[src/rtl/port_io_pkg.sv]
package port_io_pkg;

  localparam int NPORTS = 5;
  localparam int NCLKB = 6;
  localparam int PINS = 32;
  localparam int PORT_W [NPORTS] = '{1, 4, 8, 16, 32};

  // Pins given up to the link when it is enabled.
  localparam logic [31:0] LINK_PIN_MASK = 32'hffc0_0000;

  // Pad bits: [1:0] drive (00 2mA, 01 4mA, 10 8mA, 11 12mA), [2] slow
  // slew, [3] Schmitt, [5:4] pull (00 none, 01 down, 10 up, 11 keeper).
  localparam logic [5:0] PAD_RESET = 6'h01;

  // Address is {unit, register}.
  localparam logic [3:0] UNIT_CLKB_BASE = 4'h8;
  localparam logic [3:0] UNIT_LINK = 4'hf;
  localparam logic [3:0] REG_CTRL = 4'h0;
  localparam logic [3:0] REG_DATA = 4'h1;
  localparam logic [3:0] REG_TIME = 4'h2;
  localparam logic [3:0] REG_TSTAMP = 4'h3;
  localparam logic [3:0] REG_COND = 4'h4;
  localparam logic [3:0] REG_CLKB_CFG = 4'h0;
  localparam logic [3:0] REG_LINK_EN = 4'h0;

  localparam logic [2:0] CLKB_REF = 3'h0;

  typedef struct packed {
    logic [7:0] addr;
    logic [31:0] wdata;
    logic wr;
    logic rd;
  } cmd_t;

  typedef struct packed {
    logic [5:0] pad;
    logic cond_neq;
    logic cond_en;
    logic rdy_out_en;
    logic rdy_in_en;
    logic [2:0] clk_sel;
    logic open_drain;
    logic dir_out;
    logic en;
  } port_ctrl_t;

  localparam port_ctrl_t CTRL_RESET = '{pad: PAD_RESET, clk_sel: CLKB_REF,
    default: 1'b0};

  typedef struct packed {
    port_ctrl_t ctrl;
    logic [31:0] xfer;
    logic full;
    logic [31:0] shreg;
    logic [4:0] shcnt;
    logic [31:0] outv;
    logic [15:0] cnt;
    logic [15:0] tm;
    logic tm_en;
    logic [15:0] tstamp;
    logic [31:0] cond_val;
  } port_st_t;

  typedef struct packed {
    logic src_pin;
    logic [7:0] div;
    logic [7:0] dcnt;
  } clkb_t;

  typedef struct packed {
    logic [31:0] out;
    logic [31:0] oe;
    logic [31:0] pulldn;
    logic [31:0][5:0] pad;
  } pins_t;

  typedef struct packed {
    port_st_t [NPORTS-1:0] port;
    clkb_t [NCLKB-1:0] clkb;
    logic link_en;
    logic pin0_q;
    pins_t pins;
    logic [31:0] rdata;
    logic [NPORTS-1:0] evt;
    logic [NPORTS-1:0] rdy_out;
  } state_t;

endpackage

[src/rtl/port_io_clock_blocks.sv]
`timescale 1ns/1ps
module port_io_clock_blocks (
  // Clock and reset
  input wire logic i_sys_clk,
  input wire logic i_resetn,
  // Port instruction access
  input wire port_io_pkg::cmd_t i_cmd,
  output logic [31:0] o_rdata,
  // Pins
  input wire logic [31:0] i_pin_in,
  input wire logic [port_io_pkg::NPORTS-1:0] i_ready_in,
  output port_io_pkg::pins_t o_pins,
  output logic [port_io_pkg::NPORTS-1:0] o_ready_out,
  // Events to the scheduler
  output logic [port_io_pkg::NPORTS-1:0] o_event
);
  import port_io_pkg::*;

  state_t st;
  state_t next_st;

  function automatic logic [31:0] port_mask(input int p);
    port_mask = 32'hffff_ffff >> (PINS - PORT_W[p]);
  endfunction

  function automatic logic [4:0] last_beat(input int p);
    last_beat = 5'(PINS / PORT_W[p] - 1);
  endfunction

  function automatic logic port_off(input int p, input logic link);
    port_off = link && ((port_mask(p) & LINK_PIN_MASK) != 32'h0000_0000);
  endfunction

  function automatic int clk_pick(input logic [2:0] sel);
    clk_pick = (int'(sel) < NCLKB) ? int'(sel) : 0;
  endfunction

  always_comb begin
    logic [NCLKB-1:0] ctick;
    logic [NPORTS-1:0] act;
    logic srcev;
    logic tk;
    logic tm_ok;
    logic cond_ok;
    logic [31:0] smp;
    logic [31:0] nsh;
    logic [31:0] pm;
    logic [3:0] unit;
    logic [3:0] rg;
    int w;
    ctick = '0;
    act = '0;
    srcev = 1'b0;
    tk = 1'b0;
    tm_ok = 1'b0;
    cond_ok = 1'b0;
    smp = '0;
    nsh = '0;
    pm = '0;
    unit = i_cmd.addr[7:4];
    rg = i_cmd.addr[3:0];
    w = 1;
    next_st = st;
    next_st.pin0_q = i_pin_in[0];
    next_st.rdata = '0;
    next_st.evt = '0;

    // Block zero ticks on every reference edge; the others divide either
    // the reference or rising edges of the one-bit port pin.
    for (int b = 0; b < NCLKB; b++) begin
      srcev = st.clkb[b].src_pin ? (i_pin_in[0] & ~st.pin0_q) : 1'b1;
      if (b == 0) begin
        ctick[b] = 1'b1;
      end else if (srcev) begin
        if (st.clkb[b].dcnt == st.clkb[b].div) begin
          ctick[b] = 1'b1;
          next_st.clkb[b].dcnt = '0;
        end else begin
          next_st.clkb[b].dcnt = st.clkb[b].dcnt + 8'h01;
        end
      end
    end

    for (int p = 0; p < NPORTS; p++) begin
      w = PORT_W[p];
      act[p] = st.port[p].ctrl.en && !port_off(p, st.link_en);
      tk = act[p] && ctick[clk_pick(st.port[p].ctrl.clk_sel)];
      tm_ok = !st.port[p].tm_en || (st.port[p].cnt == st.port[p].tm);
      if (tk) begin
        next_st.port[p].cnt = st.port[p].cnt + 16'h0001;
        if (st.port[p].ctrl.dir_out) begin
          if (st.port[p].shcnt != 5'h00) begin
            next_st.port[p].outv = st.port[p].shreg & port_mask(p);
            next_st.port[p].shreg = st.port[p].shreg >> w;
            next_st.port[p].shcnt = st.port[p].shcnt - 5'h01;
            next_st.rdy_out[p] = st.port[p].ctrl.rdy_out_en;
          end else if (st.port[p].full && tm_ok) begin
            next_st.port[p].outv = st.port[p].xfer & port_mask(p);
            next_st.port[p].shreg = st.port[p].xfer >> w;
            next_st.port[p].shcnt = last_beat(p);
            next_st.port[p].full = 1'b0;
            next_st.port[p].tstamp = st.port[p].cnt;
            next_st.port[p].tm_en = 1'b0;
            next_st.evt[p] = 1'b1;
            next_st.rdy_out[p] = st.port[p].ctrl.rdy_out_en;
          end else begin
            next_st.rdy_out[p] = 1'b0;
          end
        end else begin
          next_st.rdy_out[p] = 1'b0;
          smp = i_pin_in & port_mask(p);
          cond_ok = !st.port[p].ctrl.cond_en ||
            ((smp == (st.port[p].cond_val & port_mask(p))) !=
             st.port[p].ctrl.cond_neq);
          if (tm_ok && cond_ok &&
              (!st.port[p].ctrl.rdy_in_en || i_ready_in[p])) begin
            nsh = (st.port[p].shreg >> w) | (smp << (PINS - w));
            next_st.port[p].shreg = nsh;
            next_st.port[p].tm_en = 1'b0;
            if (st.port[p].shcnt == last_beat(p)) begin
              next_st.port[p].xfer = nsh;
              next_st.port[p].full = 1'b1;
              next_st.port[p].shcnt = '0;
              next_st.port[p].tstamp = st.port[p].cnt;
              next_st.evt[p] = 1'b1;
            end else begin
              next_st.port[p].shcnt = st.port[p].shcnt + 5'h01;
            end
          end
        end
      end else if (!act[p]) begin
        next_st.rdy_out[p] = 1'b0;
      end

      // Port instructions finish in the cycle they are issued.
      if (unit == 4'(p)) begin
        if (rg == REG_CTRL) begin
          if (i_cmd.wr) begin
            next_st.port[p].ctrl = port_ctrl_t'(i_cmd.wdata[15:0]);
            // A new setup drops any half-shifted word.
            next_st.port[p].shcnt = '0;
          end
          next_st.rdata = {13'h0000, st.port[p].tm_en,
            st.port[p].shcnt != 5'h00, st.port[p].full, st.port[p].ctrl};
        end else if (rg == REG_DATA) begin
          if (i_cmd.wr && st.port[p].ctrl.dir_out && !st.port[p].full) begin
            next_st.port[p].xfer = i_cmd.wdata;
            next_st.port[p].full = 1'b1;
          end
          if (i_cmd.rd && !st.port[p].ctrl.dir_out && !next_st.evt[p]) begin
            // A word landing in this same cycle stays pending.
            next_st.port[p].full = 1'b0;
          end
          next_st.rdata = st.port[p].xfer;
        end else if (rg == REG_TIME) begin
          if (i_cmd.wr) begin
            next_st.port[p].tm = i_cmd.wdata[15:0];
            next_st.port[p].tm_en = 1'b1;
          end
          next_st.rdata = {16'h0000, st.port[p].cnt};
        end else if (rg == REG_TSTAMP) begin
          next_st.rdata = {16'h0000, st.port[p].tstamp};
        end else if (rg == REG_COND) begin
          if (i_cmd.wr) begin
            next_st.port[p].cond_val = i_cmd.wdata;
          end
          next_st.rdata = st.port[p].cond_val;
        end
      end
    end

    for (int b = 1; b < NCLKB; b++) begin
      if (unit == UNIT_CLKB_BASE + 4'(b) && rg == REG_CLKB_CFG) begin
        if (i_cmd.wr) begin
          next_st.clkb[b].src_pin = i_cmd.wdata[8];
          next_st.clkb[b].div = i_cmd.wdata[7:0];
          next_st.clkb[b].dcnt = '0;
        end
        next_st.rdata = {23'h000000, st.clkb[b].src_pin, st.clkb[b].div};
      end
    end
    if (unit == UNIT_LINK && rg == REG_LINK_EN) begin
      if (i_cmd.wr) begin
        next_st.link_en = i_cmd.wdata[0];
      end
      next_st.rdata = {31'h00000000, st.link_en};
    end
    if (!i_cmd.rd) begin
      next_st.rdata = '0;
    end

    // Pin ownership: walk from widest to narrowest so the narrowest
    // enabled port wins each shared pin.
    for (int j = 0; j < PINS; j++) begin
      next_st.pins.out[j] = 1'b0;
      next_st.pins.oe[j] = 1'b0;
      next_st.pins.pulldn[j] = !(st.link_en && LINK_PIN_MASK[j]);
      next_st.pins.pad[j] = PAD_RESET;
      for (int p = NPORTS - 1; p >= 0; p--) begin
        pm = port_mask(p);
        if (act[p] && pm[j]) begin
          next_st.pins.pulldn[j] = 1'b0;
          next_st.pins.pad[j] = st.port[p].ctrl.pad;
          if (st.port[p].ctrl.dir_out) begin
            if (st.port[p].ctrl.open_drain) begin
              next_st.pins.out[j] = 1'b0;
              next_st.pins.oe[j] = ~st.port[p].outv[j];
            end else begin
              next_st.pins.out[j] = st.port[p].outv[j];
              next_st.pins.oe[j] = 1'b1;
            end
          end else begin
            next_st.pins.out[j] = 1'b0;
            next_st.pins.oe[j] = 1'b0;
          end
        end
      end
    end
  end

  always_ff @(posedge i_sys_clk or negedge i_resetn) begin
    if (!i_resetn) begin
      for (int p = 0; p < NPORTS; p++) begin
        st.port[p] <= '0;
        st.port[p].ctrl <= CTRL_RESET;
      end
      st.clkb <= '0;
      st.link_en <= 1'b0;
      st.pin0_q <= 1'b0;
      st.pins.out <= '0;
      st.pins.oe <= '0;
      st.pins.pulldn <= 32'hffff_ffff;
      st.pins.pad <= {PINS{PAD_RESET}};
      st.rdata <= '0;
      st.evt <= '0;
      st.rdy_out <= '0;
    end else begin
      st <= next_st;
    end
  end

  assign o_rdata = st.rdata;
  assign o_pins = st.pins;
  assign o_ready_out = st.rdy_out;
  assign o_event = st.evt;

endmodule

[config.mk]
export PLATFORM = sky130hd
export DESIGN_NAME = port_io_clock_blocks
export DESIGN_NICKNAME = d
export VERILOG_FILES = /design/src/rtl/port_io_pkg.sv /design/src/rtl/port_io_clock_blocks.sv
export SDC_FILE = /design/constraint.sdc
export NUM_CORES = 2
export LEC_CHECK = 0
export BUFFER_PORTS_ARGS = -buffer_cell sky130_fd_sc_hd__buf_2
export CAP_MARGIN = 5
export CORE_MARGIN = 2
export CORE_UTILIZATION = 40
export DETAILED_ROUTE_END_ITERATION = 16
export HOLD_SLACK_MARGIN = 0.1
export PLACE_DENSITY = 0.66
export SYNTH_ARGS = -nofsm -noshare
export SYNTH_HDL_FRONTEND = slang
export SYNTH_SLANG_ARGS = --single-unit
[constraint.sdc]
create_clock -name i_sys_clk -period 3.7 [get_ports i_sys_clk]
set_input_delay 0.555 -clock i_sys_clk [delete_from_list [all_inputs] [get_ports i_sys_clk]]
set_output_delay 0.555 -clock i_sys_clk [all_outputs]
set_load 0.02 [all_outputs]
# Word-level counts from Yosys, hierarchy flattened
# Cells that the tools add are included.
[classes]
bitwise_logic = 71
reduce_logical = 152
eq_ne = 58
muxes = 669
addsub = 20
magnitude_cmp = 10
[op_table]
columns = ["operator", "n"]
rows = [
  ["$mux W32", 47],
  ["$mux W33", 25],
  ["$mux W70", 10],
  ["$mux W118", 5],
  ["$mux W1", 487],
  ["$mux W17", 25],
  ["$mux W69", 5],
  ["$mux W38", 5],
  ["$mux W8", 20],
  ["$mux W5", 20],
  ["$eq A16 B16 Y1", 6],
  ["$add A16 B1 Y16 const B", 5],
  ["$mux W16", 5],
  ["$not A1 Y1", 66],
  ["$reduce_and A5 Y1", 10],
  ["$eq A8 B8 Y1", 6],
  ["$logic_and A1 B1 Y1", 47],
  ["$reduce_and A3 Y1", 15],
  ["$add A8 B1 Y8 const B", 5],
  ["$reduce_and A7 Y1", 5],
  ["$eq A32 B32 Y1", 1],
  ["$or A16 B32 Y32", 1],
  ["$or A24 B32 Y32", 1],
  ["$or A28 B32 Y32", 1],
  ["other kinds (30)", 157],
]
[totals]
inputBits = 81
wordCells = 1107
reg_bits = 1241
output_inout_bits = 330

# Logic depth before layout (Yosys ltp)
[depth]
ltp_word = 38
depth_mapped = 12
mapped_depth_nobuf = 9

# Least setup slack after synthesis
# OpenSTA, ideal clock, no wires.
[synth_timing]
path_type = "input to register"
startpoint = "in i_pin_in[9]"
endpoint = "reg st[1071] (netlist bit)"
slack_ps = 639
arrival_time_ps = 2936
t_required_ps = 3575
stages = 9
path_buffers = 2
setup_time_ps = 125
cell_sequence = "clkbuf_1 > xnor2_1 > nand4_1 > nor4_1 > mux2i_1 > nor3_1 > o21ai_2 > buf_2 > mux2_2"
[synth_via]
elab_chain_len = 7
[synth_rtl]
columns = ["element", "line_no", "source"]
rows = [
  ["start, declared", "port_io_clock_blocks.sv:10", "input wire logic [31:0] i_pin_in,"],
  ["$eq A16 B16 Y1", "port_io_clock_blocks.sv:113", "((smp == (st.port[p].cond_val & port_mask(p))) !="],
  ["$ne A1 B1 Y1", "port_io_clock_blocks.sv:113", ""],
  ["$logic_or A1 B1 Y1", "port_io_clock_blocks.sv:112", "cond_ok = !st.port[p].ctrl.cond_en ||"],
  ["$logic_and A1 B1 Y1 (2 in series)", "port_io_clock_blocks.sv:115", "if (tm_ok && cond_ok &&"],
  ["$reduce_bool A2 Y1 (no source line)", "-", ""],
  ["$reduce_and A5 Y1 (no source line)", "-", ""],
  ["end signal, assigned", "port_io_clock_blocks.sv:238", "st <= next_st;"],
  ["end, declared", "port_io_clock_blocks.sv:19", "state_t st;"],
]
# No other way between the ends.
# A chain may end at the register's enable or synchronous reset.

==> metrics.cfg <==
[run_status]
status=finished, final reports clean

[timing]
final_max_slew_viol_count=0
min_period_ps=3380
rsz0062_at_grt=false
hold_viol=0
period_share=0.915
fin_skew_ps=34.0
fin_setup_tns_ps=0
whs_ps=187
relSlewSlack=0.176
setup_viol=0
clock.fmax_mhz=295
worst-slew-pin-transition_ps=1240

[power_and_ir_drop]
total_power_uw=33900
power_density_nw_per_um2=509
p_leak_uw=0.0313
vdd_drop_max_mv=0.461

[synth]
synth_area_leaders=dfrtp_1 (47%), mux2_2 (11%), buf_4 (4.3%), a22o_1 (2.8%), clkbuf_1 (2.5%)
synth_top_area_cell=dfrtp_1
synth_top_family_by_area=compound AO/OA/AOI/OAI gates
ys_ff_latch=1125
syn_inst=5620
synth_edf_count=0
async_reset_ff_frac=1.00
yosysUniqueCellTypes=88
synthMuxAreaShare=0.127
synthAdderAreaFrac=0.00488
yosys.cell_count.top_type=dfrtp_1
synth-compound-area-share=0.158
synthTopCellsByCount=dfrtp_1 (1,109), mux2_2 (553), clkbuf_1 (386)
synth-simple-area-share=0.108
yosys_warnings=0
seq_area_frac_synth=0.478
yosysTopAreaCellShare=0.470
synthXorXnorAreaFrac=0.0438
synth_flop_cell=dfrtp_1
syn-cell-area_um2=59000
syn_area_per_cell_um2=10.5
syn_nets=5724

[cells_and_area]
regArea_um2=28200
layout-drive-gt1-share=0.273
layout.nets=5755
multi_input_area_um2=26200
fin_cells=7682
synthToLayoutAreaGrowth_pct=12.8
fill_cells=13500

[setup_path]
crit_path_frequent_cell=buf_4
crit_buf_inv=4
slowest_delay_ps=540
end_kind=register
crit_path_cell_trace=dlygate4sd3_1 -> buf_2 -> nand2b_1 -> nand2_1 -> and3_1 -> buf_4 -> o32a_1 -> a22o_2 -> buf_4 -> nand4_1 -> a31oi_1
start_kind=input port
cp_max_fo=34
cp_slowest_cell=dlygate4sd3_1
arrival_ps=4070
crit_type=input port to register
cp_data_required_time_ps=4390
cp_top_family=buffers and inverters

[grt]
grt_antenna_before_repair=22
grt.overflow.total=0
grt_pass1_wl_um=320000
grt_pass1_vias=45600
grt_max_degree=99
grtUsageTotal=0.287

[clocking]
post_cts_resized=0
clockBufferDepth=3
clockRootBuffer=clkbuf_16
numCtsBuffers=131
post_cts_buffers=0
cts_max_level=4
cts_sinks=1125
clkTransAtPathRegs_ps=60
cts_tree=built
clock_latency_ps=790
cts_hold_buf=19

[die]
initial_core_util=0.404
dieArea_um2=151000
die_x_um=388
coreArea_um2=146000
dieHeight_um=388
rows=140
ios=411

[job]
cap_violations=0

[routing]
routed_wl_um=223000
vias=48000
drc=0
wl_per_cell_um=29.0
drt_iter0_drc=6402
drt-pass1-iter-count=7
antenna_left=0
vias_per_cell=6.24

[placement]
dp.cells=7416
dp_hpwl_um=154000
place.gp.congestion=0.995
io_buffers=410

[worst_hold_path]
hp-class=input port to register

==> worst paths after layout <==
check                                   from           to  slack, ps  cells past startpoint
max in group asynchronous           i_resetn     st[1423]       2180                      3
worst max-delay path             i_pin_in[0]     st[1408]        320                     11
worst min register to register      st[1327]  o_pins[240]        470                      1
min in group asynchronous           i_resetn      st[571]        400                      2
worst min-delay path            i_pin_in[10]     st[1358]        190                      3
worst max register to register       st[349]     st[1408]        350                      9
==> power by group <==
group	switching (uW)	internal (uW)	leakage (uW)	total (uW)
combinational	3340	2180	0.0139	5520
sequential	1350	13500	0.0153	14800
clock	5630	7870	0.00219	13500
total	10300	23500	0.0313	33900
==> worst reg2reg max path: stages (launching register included) <==
cell,delay (ps)
dfrtp_1,460
xor2_1,180
nor4_1,360
and3_1,360
buf_4,230
o32a_1,400
a22o_2,420
buf_4,460
nand4_1,180
a31oi_1,230
==> registers in the layout (all words and copies together), names as in the netlist <==
register and flops:
st 983, o_pins 100, o_rdata 32, o_event 5, o_ready_out 5
==> through the flow <==
| step | util | setup WS [ps] | cell area, um2 |
|---|---|---|---|
| finish | 0.456 | 315 | 66600 |
| detailed placement | 0.424 | 223 | 61900 |
| floorplan | - | 639 | 59000 |
| global placement | 0.424 | 237 | 61900 |
| global route | 0.456 | 205 | 66600 |
| CTS | 0.456 | 446 | 66600 |
==> cells by family after synthesis <==
| kind of cell | count (synthesis) |
|---|---|
| AOI/OAI and AO/OA | 1311 |
| and+or+nand+nor | 1286 |
| DFF | 1125 |
| buffers and inverters | 916 |
| muxes | 664 |
| xor gates and xnor gates | 295 |
| adders and majority gates | 23 |
==> layer usage <==
layer,GRT usage,routed length [um]
met2,0.417,94900
met4,0.146,12800
met3,0.0895,26300
met1,0.383,88600
met5,0.00670,193
==> area by class of cell <==
| type | count | area share |
|---|---|---|
| Sequential cell | 1125 | 0.423 |
| Multi-Input combinational cell | 3579 | 0.394 |
| Timing Repair Buffer | 727 | 0.0747 |
| Clock buffer | 179 | 0.0560 |
| Tap cell | 1917 | 0.0360 |
| Clock inverter | 60 | 0.0112 |
| Inverter | 87 | 0.00491 |
| Antenna cell | 8 | 0.000301 |
==> layout by cell type, fill, tap and decap left out, types with 76 or more instances in the layout <==
cell type  Yosys  final
buf_2         49    408
a31oi_1      165    165
dfrtp_1     1109   1109
o21ai_0      145    145
a22oi_1      163    160
mux2i_1      101    101
a21oi_1      192    192
xor2_1       133    133
o31ai_1      108    108
mux2_2       553    553
xnor2_1      162    162
nor2_1       270    266
nand2_1      369    369
and3_1        77     76
o22ai_1       80     80
buf_4        337    260
clkbuf_16      0    132
nand4_1      202    202
inv_1         86     86
a22o_1       187    184
No activity file was read; power rests on OpenSTA's default activity.
